`src/apwp_params.svh`:
```
`ifndef APWP_PARAMS_SVH
`define APWP_PARAMS_SVH

`define APWP_WORD_W        16
`define APWP_BYTE_W        8
`define APWP_SHARED_BIT    8
`define APWP_RESTORE_WORD  16'h0002
`define APWP_FIFO_DEPTH    32
`define APWP_WORD_RESET    16'h0000
`define APWP_BYTE_RESET    8'h00

`endif

```
`src/apwp_pkg.sv`:
```
`include "apwp_params.svh"

package apwp_pkg;

	typedef enum logic {
		APWP_BYTE_MODE,
		APWP_WORD_MODE
	} apwp_mode_t;

	typedef enum logic [0:0] {
		APWP_STAGE_EMPTY,
		APWP_STAGE_LOW_HELD
	} apwp_stage_t;

	typedef struct packed {
		logic                     restore;
		logic [`APWP_WORD_W-1:0] word;
	} apwp_wr_t;

endpackage

```
`src/apwp_port.sv`:
```
`include "apwp_params.svh"

module apwp_fifo #(
	parameter int W     = 17,
	parameter int DEPTH = 32
) (
	input  wire logic         clk,
	input  wire logic         reset_n,
	input  wire logic         in_valid,
	output logic              in_ready,
	input  wire logic [W-1:0] in_data,
	output logic              out_valid,
	input  wire logic         out_ready,
	output logic [W-1:0]      out_data
);
	localparam int AW = $clog2(DEPTH);

	logic [W-1:0] mem [DEPTH];
	logic [AW-1:0] wr_ptr_q;
	logic [AW-1:0] rd_ptr_q;
	logic [AW:0]   count_q;
	wire           push = in_valid && in_ready;
	wire           pop  = out_valid && out_ready;

	assign in_ready  = (count_q != (AW+1)'(DEPTH));
	assign out_valid = (count_q != '0);
	assign out_data  = mem[rd_ptr_q];

	always_ff @(posedge clk) begin
		if (push) begin
			mem[wr_ptr_q] <= in_data;
		end
	end

	always_ff @(posedge clk or negedge reset_n) begin
		if (!reset_n) begin
			wr_ptr_q <= '0;
			rd_ptr_q <= '0;
			count_q  <= '0;
		end else begin
			if (push) begin
				wr_ptr_q <= (wr_ptr_q == AW'(DEPTH - 1)) ? '0 : wr_ptr_q + 1'b1;
			end
			if (pop) begin
				rd_ptr_q <= (rd_ptr_q == AW'(DEPTH - 1)) ? '0 : rd_ptr_q + 1'b1;
			end
			count_q <= count_q + (AW+1)'(push) - (AW+1)'(pop);
		end
	end
endmodule

module apwp_port
	import apwp_pkg::*;
#(
	parameter int DEPTH = `APWP_FIFO_DEPTH
) (
	input  wire logic                    clk,
	input  wire logic                    reset_n,
	input  wire logic                    chip_select_n,
	input  wire logic                    write_n,
	input  wire logic                    read_n,
	input  wire logic                    width_select,
	input  wire logic [`APWP_WORD_W-1:0] data_in,
	output logic      [`APWP_WORD_W-1:0] data_out,
	output logic                         data_oe,
	output logic                         port_wait,
	input  wire logic [`APWP_WORD_W-1:0] read_word,
	output logic                         cal_pointer_advance,
	output logic                         word_valid,
	input  wire logic                    word_ready,
	output logic      [`APWP_WORD_W-1:0] word_data,
	output logic                         test_restore
);
	localparam int SW = 4;

	logic [SW-1:0]           ctl_s1_q;
	logic [SW-1:0]           ctl_s2_q;
	logic [SW-1:0]           ctl_s3_q;
	logic [`APWP_WORD_W-1:0] din_s1_q;
	logic [`APWP_WORD_W-1:0] din_s2_q;
	logic [`APWP_WORD_W-1:0] din_s3_q;
	logic [`APWP_BYTE_W-1:0] low_byte_q;
	apwp_stage_t             stage_q;
	apwp_stage_t             stage_d;
	logic                    data_oe_q;
	logic [`APWP_WORD_W-1:0] data_out_q;
	logic                    cal_adv_q;
	logic                    wait_q;
	logic                    word_valid_q;
	logic [`APWP_WORD_W-1:0] word_data_q;
	logic                    restore_q;

	wire               cs_now   = !ctl_s2_q[0];
	wire               wr_now   = !ctl_s2_q[1];
	wire               rd_now   = !ctl_s2_q[2];
	wire               cs_was   = !ctl_s3_q[0];
	wire               wr_was   = !ctl_s3_q[1];
	wire               rd_was   = !ctl_s3_q[2];
	apwp_mode_t        mode;
	wire               high_byte_enable     = din_s3_q[`APWP_SHARED_BIT];
	wire               wr_rise  = wr_was && !wr_now && cs_was;
	wire               rd_rise  = rd_was && !rd_now && cs_was;
	wire               rd_drive = cs_now && rd_now;
	wire               byte_hi  = (mode == APWP_BYTE_MODE) && high_byte_enable;
	wire [`APWP_WORD_W-1:0] word_full = din_s3_q;
	wire [`APWP_WORD_W-1:0] word_pair = {din_s3_q[`APWP_BYTE_W-1:0], low_byte_q};
	wire [`APWP_WORD_W-1:0] word_new  = (mode == APWP_WORD_MODE) ? word_full : word_pair;
	wire               commit   = wr_rise && ((mode == APWP_WORD_MODE) || high_byte_enable);
	wire               is_rest  = (word_new == `APWP_RESTORE_WORD);
	apwp_wr_t          fifo_in;
	apwp_wr_t          fifo_out;
	wire               fifo_in_ready;
	wire               fifo_out_valid;
	wire               take_out = fifo_out_valid && (!word_valid_q || word_ready);
	// Read selection uses the same stage as the output enable, so the first driven cycle is right.
	wire               rd_word  = ctl_s2_q[3];
	wire               rd_hi    = !rd_word && din_s2_q[`APWP_SHARED_BIT];
	wire [`APWP_WORD_W-1:0] rd_byte_sel =
		rd_hi ? {{`APWP_BYTE_W{1'b0}}, read_word[`APWP_WORD_W-1:`APWP_BYTE_W]}
		      : {{`APWP_BYTE_W{1'b0}}, read_word[`APWP_BYTE_W-1:0]};
	wire [`APWP_WORD_W-1:0] rd_value = rd_word ? read_word : rd_byte_sel;

	assign mode    = ctl_s3_q[3] ? APWP_WORD_MODE : APWP_BYTE_MODE;
	assign fifo_in = '{restore: is_rest, word: word_new};

	always_comb begin
		stage_d = stage_q;
		if (wr_rise && mode == APWP_BYTE_MODE) begin
			stage_d = high_byte_enable ? APWP_STAGE_EMPTY : APWP_STAGE_LOW_HELD;
		end
		if (mode == APWP_WORD_MODE) begin
			stage_d = APWP_STAGE_EMPTY;
		end
	end

	always_ff @(posedge clk or negedge reset_n) begin
		if (!reset_n) begin
			ctl_s1_q <= 4'hf;
			ctl_s2_q <= 4'hf;
			ctl_s3_q <= 4'hf;
			din_s1_q <= `APWP_WORD_RESET;
			din_s2_q <= `APWP_WORD_RESET;
			din_s3_q <= `APWP_WORD_RESET;
		end else begin
			ctl_s1_q <= {width_select, read_n, write_n, chip_select_n};
			ctl_s2_q <= ctl_s1_q;
			ctl_s3_q <= ctl_s2_q;
			din_s1_q <= data_in;
			din_s2_q <= din_s1_q;
			din_s3_q <= din_s2_q;
		end
	end

	always_ff @(posedge clk or negedge reset_n) begin
		if (!reset_n) begin
			stage_q    <= APWP_STAGE_EMPTY;
			low_byte_q <= `APWP_BYTE_RESET;
		end else begin
			stage_q <= stage_d;
			if (wr_rise && mode == APWP_BYTE_MODE && !high_byte_enable) begin
				low_byte_q <= din_s3_q[`APWP_BYTE_W-1:0];
			end
		end
	end

	always_ff @(posedge clk or negedge reset_n) begin
		if (!reset_n) begin
			data_oe_q  <= 1'b0;
			data_out_q <= `APWP_WORD_RESET;
			cal_adv_q  <= 1'b0;
		end else begin
			data_oe_q  <= rd_drive;
			data_out_q <= rd_value;
			cal_adv_q  <= rd_rise && byte_hi;
		end
	end

	always_ff @(posedge clk or negedge reset_n) begin
		if (!reset_n) begin
			wait_q       <= 1'b0;
			word_valid_q <= 1'b0;
			word_data_q  <= `APWP_WORD_RESET;
			restore_q    <= 1'b0;
		end else begin
			wait_q    <= !fifo_in_ready;
			restore_q <= take_out && fifo_out.restore;
			if (take_out) begin
				word_valid_q <= 1'b1;
				word_data_q  <= fifo_out.word;
			end else if (word_ready) begin
				word_valid_q <= 1'b0;
			end
		end
	end

	apwp_fifo #(
		.W     ($bits(apwp_wr_t)),
		.DEPTH (DEPTH)
	) u_fifo (
		.clk       (clk),
		.reset_n   (reset_n),
		.in_valid  (commit),
		.in_ready  (fifo_in_ready),
		.in_data   (fifo_in),
		.out_valid (fifo_out_valid),
		.out_ready (take_out),
		.out_data  (fifo_out)
	);

	assign data_out            = data_out_q;
	assign data_oe             = data_oe_q;
	assign port_wait           = wait_q;
	assign cal_pointer_advance = cal_adv_q;
	assign word_valid          = word_valid_q;
	assign word_data           = word_data_q;
	assign test_restore        = restore_q;
endmodule

```
`config.mk`:
```
export PLATFORM = sky130hd
export DESIGN_NAME = apwp_port
export DESIGN_NICKNAME = d
export VERILOG_FILES = /design/src/apwp_pkg.sv /design/src/apwp_port.sv
export VERILOG_INCLUDE_DIRS = /design/src /design/src/src
export SDC_FILE = /design/constraint.sdc
export NUM_CORES = 1
export LEC_CHECK = 0
export BUFFER_PORTS_ARGS = -buffer_cell sky130_fd_sc_hd__buf_2
export CORE_MARGIN = 2
export CORE_UTILIZATION = 25
export CTS_BUF_LIST = sky130_fd_sc_hd__clkbuf_8
export CTS_CLUSTER_DIAMETER = 200
export DETAILED_ROUTE_END_ITERATION = 12
export PLACE_DENSITY = 0.49
export SYNTH_ARGS = -nofsm -noshare
export SYNTH_HDL_FRONTEND = slang
export SYNTH_SLANG_ARGS = --single-unit
```
`constraint.sdc`:
```
create_clock -name clk -period 6.82 [get_ports clk]
set_input_delay 0.682 -clock clk [delete_from_list [all_inputs] [get_ports clk]]
set_output_delay 0.682 -clock clk [all_outputs]
set_load 0.02 [all_outputs]
```
==> results_dict.tcl, run 1 <==
set metrics [dict create \
    outcome "finished clean" \
    period_minus_slack_ps 3549 \
    hold_viol_final 0 \
    cts-root-buf "clkbuf_8" \
    avgRoutedWirePerCell_um 21.53 \
    dpl_cell_area_sq_mm 0.02757 \
    synth-edff-count 544 \
    layout_commonest_cell "edfxtp_1" \
    grt_remaining_overflow 0 \
    clk_latency_ps 730 \
    synth_compound_area_share_pct 6.717 \
    die_x_um 324.3 \
    core_area_sq_mm 0.1017 \
    ys_seq_elements 665 \
    final_core_util_pct 29.28 \
    area_growth_pct 16.14 \
    synth_simple_gate_area_share_pct 2.312 \
    clkSlewWorstSetupHoldPaths_ps 60 \
    die_h_um 324.3 \
    ctsResizeCount 0 \
    syn_nets 1470 \
    start_util_pct 25.21 \
    min_from "data_in[7]" \
    peakVddDrop_uv 258.7 \
    hp-class "input pin to flip-flop" \
    ys_types 47 \
    ant_nets 0 \
    synth_area_sq_mm 0.02565 \
    worstHoldPathCells 1 \
    num-nets-final 1615 \
    fin_skew_ps 41.20 \
    p_leak_nw 10.69 \
    drt_wl_total_mm 65.03 \
    synthArstFlopShare_pct 18.20 \
    drive_gt1_share_pct 21.26 \
    drt_iter0_drc 960 \
    path_max_fanout 41 \
    clk_path_buf_depth 3 \
    finalSetupViolations 0 \
    start_kind "flip-flop" \
    synth_warnings 0 \
    worstReg2RegStart "u_fifo.count_q[4]" \
    hpwl_mm 37.83 \
    drv_slew 0 \
    num-fill-cells 10040 \
    grt_pass1_wl_mm 95.15 \
    design_area_sq_mm 0.02979 \
    end_kind "flip-flop" \
    critPathRequiredTime_ps 7410 \
    cts_sinks 665 \
    worst_slew_margin_rel_pct 9.144 \
    fin_crit_sh_pct 52.04 \
    ioPinCount 76 \
    r2r_end "u_fifo.count_q[4]" \
    synth_top_family_by_area "multiplexers" \
    final_cell_mix "544 x edfxtp_1, 257 x mux2i_1, 115 x clkbuf_8" \
    max_freq_ghz 0.2817 \
    worst_pin_slew_ps 1363 \
    dieArea_sq_mm 0.1052 \
    syn_inst 1414 \
    synthAdderAreaFrac_pct 0.8586 \
    grt_pass1_vias 14040 \
    firstDrtPassIters 5 \
    arrival_ps 4140 \
    ys.flop_type "edfxtp_1" \
    grt_max_degree 102 \
    cts_htree_levels 3 \
    num_vias 13240 \
    synthMuxAreaShare_pct 12.31 \
    avgSynthCellArea_sq_um 18.14 \
    fp-row-count 117 \
    drv_cap 0 \
    drcViolationCount 0 \
    io_buffer_count 75 \
    rrSetupSlack_ps 3270 \
    synth-xor-area-share_pct 0.1366 \
    viasPerCell 4.384 \
    cts_buffers 110 \
    cts_tree "done" \
    seq_area_frac_synth_pct 75.55 \
    min_delay_worst_endpoint "din_s1_q[7]" \
    grt_setup_unrepaired "false" \
    routabilityCongestion 0.7611 \
    grt.total_usage_pct 12.19 \
    powerDensity_mw_per_mm2 351.7 \
    fin_tns_setup_ps 0 \
    crit_type "flip-flop to flip-flop" \
    rr_worst_depth 15 \
    antenna_found_initial 3 \
]
-- through the flow --
step           power [mW]  setup WS, ps  hold slack, ps  instances
2_1_floorplan       6.461          2662           331.2       1414
3_3_place_gp        7.326          3259           333.2       2798
3_5_place_dp        7.361          3243           334.7       2798
4_1_cts             10.63          3217          0.1303       3019
5_1_grt             10.97          2914           21.47       3020
6_report            10.48          3271           72.10       3021
-- critical path, cell delays in order, from the launching register on --
cell and delay [ps]:
dfrtp_1 360, inv_1 100, ha_1 160, nor4bb_1 330, or2_2 820, inv_1 200, ha_1 340, inv_1 60
ha_1 160, inv_1 60, fa_1 430, inv_1 70, a21oi_1 60, nor2_1 100, nor2_1 70, xnor2_1 120
-- power breakdown --
part	total [mW]	internal, mW	leakage, nW	switching, mW
clock network	3.22	1.65	1.23	1.57
registers	4.83	4.63	6.35	0.205
logic	2.42	0.855	3.11	1.57
-- flip-flops by register name, summed over array words and instances, names as in the netlist, 4 cells and up --
register	flops
ctl_s1_q	4
ctl_s2_q	4
ctl_s3_q	4
data_out	16
din_s1_q	16
din_s2_q	16
din_s3_q	16
low_byte_q	8
u_fifo.count_q	6
u_fifo.mem	544
u_fifo.rd_ptr_q	5
u_fifo.wr_ptr_q	5
word_data	16
-- layer usage --
metal  vias up  track usage, %  routed length [um]
met2       353           20.79               32180
met5         -               0                  13
met4         2           4.186                1597
met1      6885           15.16               27490
li1       5906               -                   -
met3        98           2.785                3749
-- logic make-up (layout without fill, tap and decap cells) --
| kind of cell | after synthesis | count (layout) |
|---|---|---|
| adder cells (fa/ha/maj) | 17 | 17 |
| AND/OR/NAND/NOR | 124 | 124 |
| buffers and inverters | 94 | 331 |
| XOR/XNOR | 4 | 4 |
| other | 0 | 2 |
| flip-flops | 665 | 665 |
| AO/OA/AOI/OAI | 211 | 211 |
| multiplexers | 299 | 299 |
-- area by class of cell --
class                   instances  area (sq um)  share of cell area [%]
well taps                    1368          1712                   5.746
clock buffers                 115          1583                   5.314
multi-input cells             655          5854                   19.65
diodes                          2         5.005                 0.01680
flip-flops and latches        665         19380                   65.07
clock inverters                89         459.2                   1.542
repair buffers                111         732.0                   2.457
inverters                      16         60.06                  0.2016
-- timing repair --
item                                    4_1_cts  5_1_grt
endpoints found under the setup margin        0        0
endpoints found under the hold margin        58        0
hold buffers                                 17        0
buffers inserted                              0        0
-- worst max path at each step --
stage	start	to	slack, ps	depth (start not counted)
final	u_fifo.count_q[4]	u_fifo.count_q[4]	3270	15
after global routing	u_fifo.count_q[4]	u_fifo.count_q[4]	2910	15
after CTS	u_fifo.count_q[4]	u_fifo.count_q[4]	3220	15
after detailed placement	u_fifo.count_q[4]	u_fifo.count_q[4]	3240	15
after global placement	u_fifo.count_q[4]	u_fifo.count_q[4]	3260	15
after floorplan	ctl_s3_q[3]	u_fifo.mem[0][16]	2660	5
-- cell usage after synthesis (all sizes together), types with 2 or more instances --
| master | instances | area, sq um |
|---|---|---|
| edfxtp | 544 | 16340 |
| mux2i | 257 | 2572 |
| dfrtp | 109 | 2728 |
| a22oi | 64 | 480.5 |
| buf | 51 | 379.1 |
| nor2 | 45 | 171.4 |
| a21oi | 38 | 190.2 |
| nand2 | 38 | 142.6 |
| a221oi | 32 | 342.8 |
| a22o | 32 | 280.3 |
| mux2 | 32 | 360.3 |
| clkbuf | 27 | 101.4 |
| o22ai | 17 | 106.4 |
| ha | 16 | 200.2 |
| inv | 16 | 60.06 |
| o41ai | 16 | 252.7 |
| dfstp | 12 | 315.3 |
| mux4 | 10 | 225.2 |
| and2 | 9 | 56.30 |
| o21ai | 8 | 40.04 |
| nor4 | 6 | 52.55 |
| nand2b | 5 | 31.28 |
| nand3b | 4 | 30.03 |
| nand3 | 3 | 15.01 |
| nor2b | 3 | 18.77 |
| nor3 | 3 | 15.01 |
| and3 | 2 | 12.51 |
| nor4bb | 2 | 20.02 |
| or2 | 2 | 12.51 |
| xnor2 | 2 | 17.52 |
| xor2 | 2 | 17.52 |
(Power assumes the default switching activity.)
==> run 2: changes to the inputs <==
--- a/config.mk
+++ b/config.mk
@@ -12,7 +12,7 @@
 export CTS_BUF_LIST = sky130_fd_sc_hd__clkbuf_8
 export CTS_CLUSTER_DIAMETER = 200
 export DETAILED_ROUTE_END_ITERATION = 12
-export PLACE_DENSITY = 0.49
+export PLACE_DENSITY = 0.5
 export SYNTH_ARGS = -nofsm -noshare
 export SYNTH_HDL_FRONTEND = slang
 export SYNTH_SLANG_ARGS = --single-unit
==> constraint.sdc (replaced) <==
create_clock -name clk -period 3.1 [get_ports clk]
set_input_delay 0.31 -clock clk [delete_from_list [all_inputs] [get_ports clk]]
set_output_delay 0.31 -clock clk [all_outputs]
set_load 0.02 [all_outputs]
==> run 2 against run 1 <==
  * Critical path depth unchanged
  * Die area unchanged
  * Hold slack gained 130 ps
  * First-iteration DRC count grew 0.83%
  * Largest power group unchanged
  * Flip-flop and latch count is the same
  * Register-to-register slack got worse by 2900 ps
  * Sequential share of layout area shrank 2.2 points
  * Setup slack worse by 2900 ps
==> results_dict.tcl, run 2 (same netlist as run 1, synthesis figures left out) <==
set metrics [dict create \
    critPathRequiredTime_ps 3690 \
    die_h_um 324.3 \
    viasPerCell 4.343 \
    drive_gt1_share_pct 24.41 \
    clk_path_buf_depth 3 \
    postCtsSetupRepairBufs 0 \
    cts_htree_levels 3 \
    dieArea_sq_mm 0.1052 \
    fin_skew_ps 40.25 \
    antenna_found_initial 2 \
    hold_viol_final 0 \
    grt.total_usage_pct 11.91 \
    worst_pin_slew_ps 1108 \
    start_util_pct 25.21 \
    ant_nets 0 \
    power_mw 23.22 \
    critical_path.max_stage_delay_ps 420 \
    final_cell_mix "544 x edfxtp_1, 257 x mux2i_1, 114 x clkbuf_8" \
    worstReg2RegStart "u_fifo.count_q[4]" \
    timing.final.ws_setup_ps 417.5 \
    ioPinCount 76 \
    grt_max_degree 59 \
    drcViolationCount 0 \
    grt_pass1_wl_mm 94.01 \
    firstDrtPassIters 7 \
    routabilityCongestion 0.7525 \
    cts_tree "done" \
    final_cells 3102 \
    cts_buffers 105 \
    crit_slowest_cell "fa_1" \
    worst_slew_margin_rel_pct 26.10 \
    cts_sinks 665 \
    max_freq_ghz 0.3728 \
    crit_type "flip-flop to flip-flop" \
    num_vias 13470 \
    fp-row-count 117 \
    p_leak_nw 11.16 \
    arrival_ps 3270 \
    grt_pass1_vias 14300 \
    hold_buffers 40 \
    io_buffer_count 75 \
    cts-root-buf "clkbuf_8" \
    drt_wl_total_mm 63.61 \
    final_core_util_pct 30.29 \
    hp-class "input pin to asynchronous set/reset pin" \
    path_buf_inv 5 \
    start_kind "flip-flop" \
    place_ws_ps 425.0 \
    top_register "u_fifo.mem" \
    period_minus_slack_ps 2682 \
    rrSetupSlack_ps 420 \
    hpwl_mm 36.93 \
    die_x_um 324.3 \
    outcome "finished clean" \
    avgRoutedWirePerCell_um 20.51 \
    layout_commonest_cell "edfxtp_1" \
    rr_worst_depth 15 \
    core_area_sq_mm 0.1017 \
    area_growth_pct 20.16 \
    largest_reg_flops 544 \
    r2r_end "u_fifo.count_q[4]" \
    powerDensity_mw_per_mm2 753.4 \
    path_max_fanout 3 \
    fin_crit_sh_pct 86.53 \
    finalHoldWorstSlack_ps 200.4 \
    finalSetupViolations 0 \
    drv_slew 0 \
    cp_cell_sequence "inv_1 > ha_1 > nor4bb_1 > or2_2 > inv_1 > ha_1 > inv_1 > ha_1 > inv_1 > fa_1 > inv_1 > a21oi_1 > nor2_1 > nor2_1 > xnor2_1" \
    grt_setup_unrepaired "false" \
    ctsResizeCount 0 \
    clk_latency_ps 720 \
    drt_iter0_drc 968 \
    crit_path_frequent_cell "inv_1" \
    clkSlewWorstSetupHoldPaths_ps 60 \
    num-nets-final 1703 \
    cp_top_family "adder cells" \
    drv_cap 0 \
    end_kind "flip-flop" \
    fin_tns_setup_ps 0 \
    grt_remaining_overflow 0 \
    design_area_sq_mm 0.03082 \
    dpl_cell_area_sq_mm 0.02845 \
    place_inst 2868 \
    peakVddDrop_uv 410.4 \
]
## run 2: cell count changes in the layout (fill, tap and decap cells not counted), sizes merged
| cell | before | now |
|---|---|---|
| dlygate4sd3 | 17 | 40 |
| clkinvlp | 3 | 2 |
| buf | 94 | 164 |
| inv | 73 | 56 |
| diode | 2 | 1 |
| clkinv | 27 | 36 |
| bufinv | 2 | 1 |
| clkbuf | 115 | 114 |
## run 2: worst max-delay path by stage
stage	start	to	slack, ps	cells after the start
CTS	u_fifo.count_q[4]	u_fifo.count_q[4]	410	15
global route	u_fifo.count_q[4]	u_fifo.count_q[4]	30	15
global placement	u_fifo.count_q[4]	u_fifo.count_q[4]	410	15
finish	u_fifo.count_q[4]	u_fifo.count_q[4]	420	15
detailed placement	u_fifo.count_q[4]	u_fifo.count_q[4]	420	15
floorplan	ctl_s3_q[3]	u_fifo.mem[0][16]	190	5
## run 2: per-layer routing
metal	vias to the layer above	wire length (um)	global-route usage [%]	share of wire, %
met5	-	0	0	0
met4	0	1716	4.368	2.7
met3	110	2858	2.180	4.5
met2	331	31170	20.11	49
met1	6965	27870	15.22	44
li1	6066	-	-	-
## run 2: where the power goes
part           switching, mW  leakage (nW)  internal, mW
Sequential             0.338          6.35          10.2
Combinational           3.50          3.66          2.28
Clock                   3.44          1.15          3.49
## run 2: layout make-up
type | count | area [sq um]
antenna | 1 | 2.502
fill | 9980 | 70920
inverter | 16 | 60.06
timing repair buffer | 204 | 1838
clock inverter | 79 | 392.9
multi-input combinational | 655 | 5863
tap | 1368 | 1712
sequential | 665 | 19380
clock buffer | 114 | 1569
## run 2: worst reg2reg max path, cell delays in order (launching register included)
cell and delay [ps]:
dfrtp_1 350, inv_1 100, ha_1 150, nor4bb_1 340, or2_2 190, inv_1 60
ha_1 280, inv_1 50, ha_1 160, inv_1 60, fa_1 420, inv_1 70
a21oi_1 60, nor2_1 100, nor2_1 60, xnor2_1 110
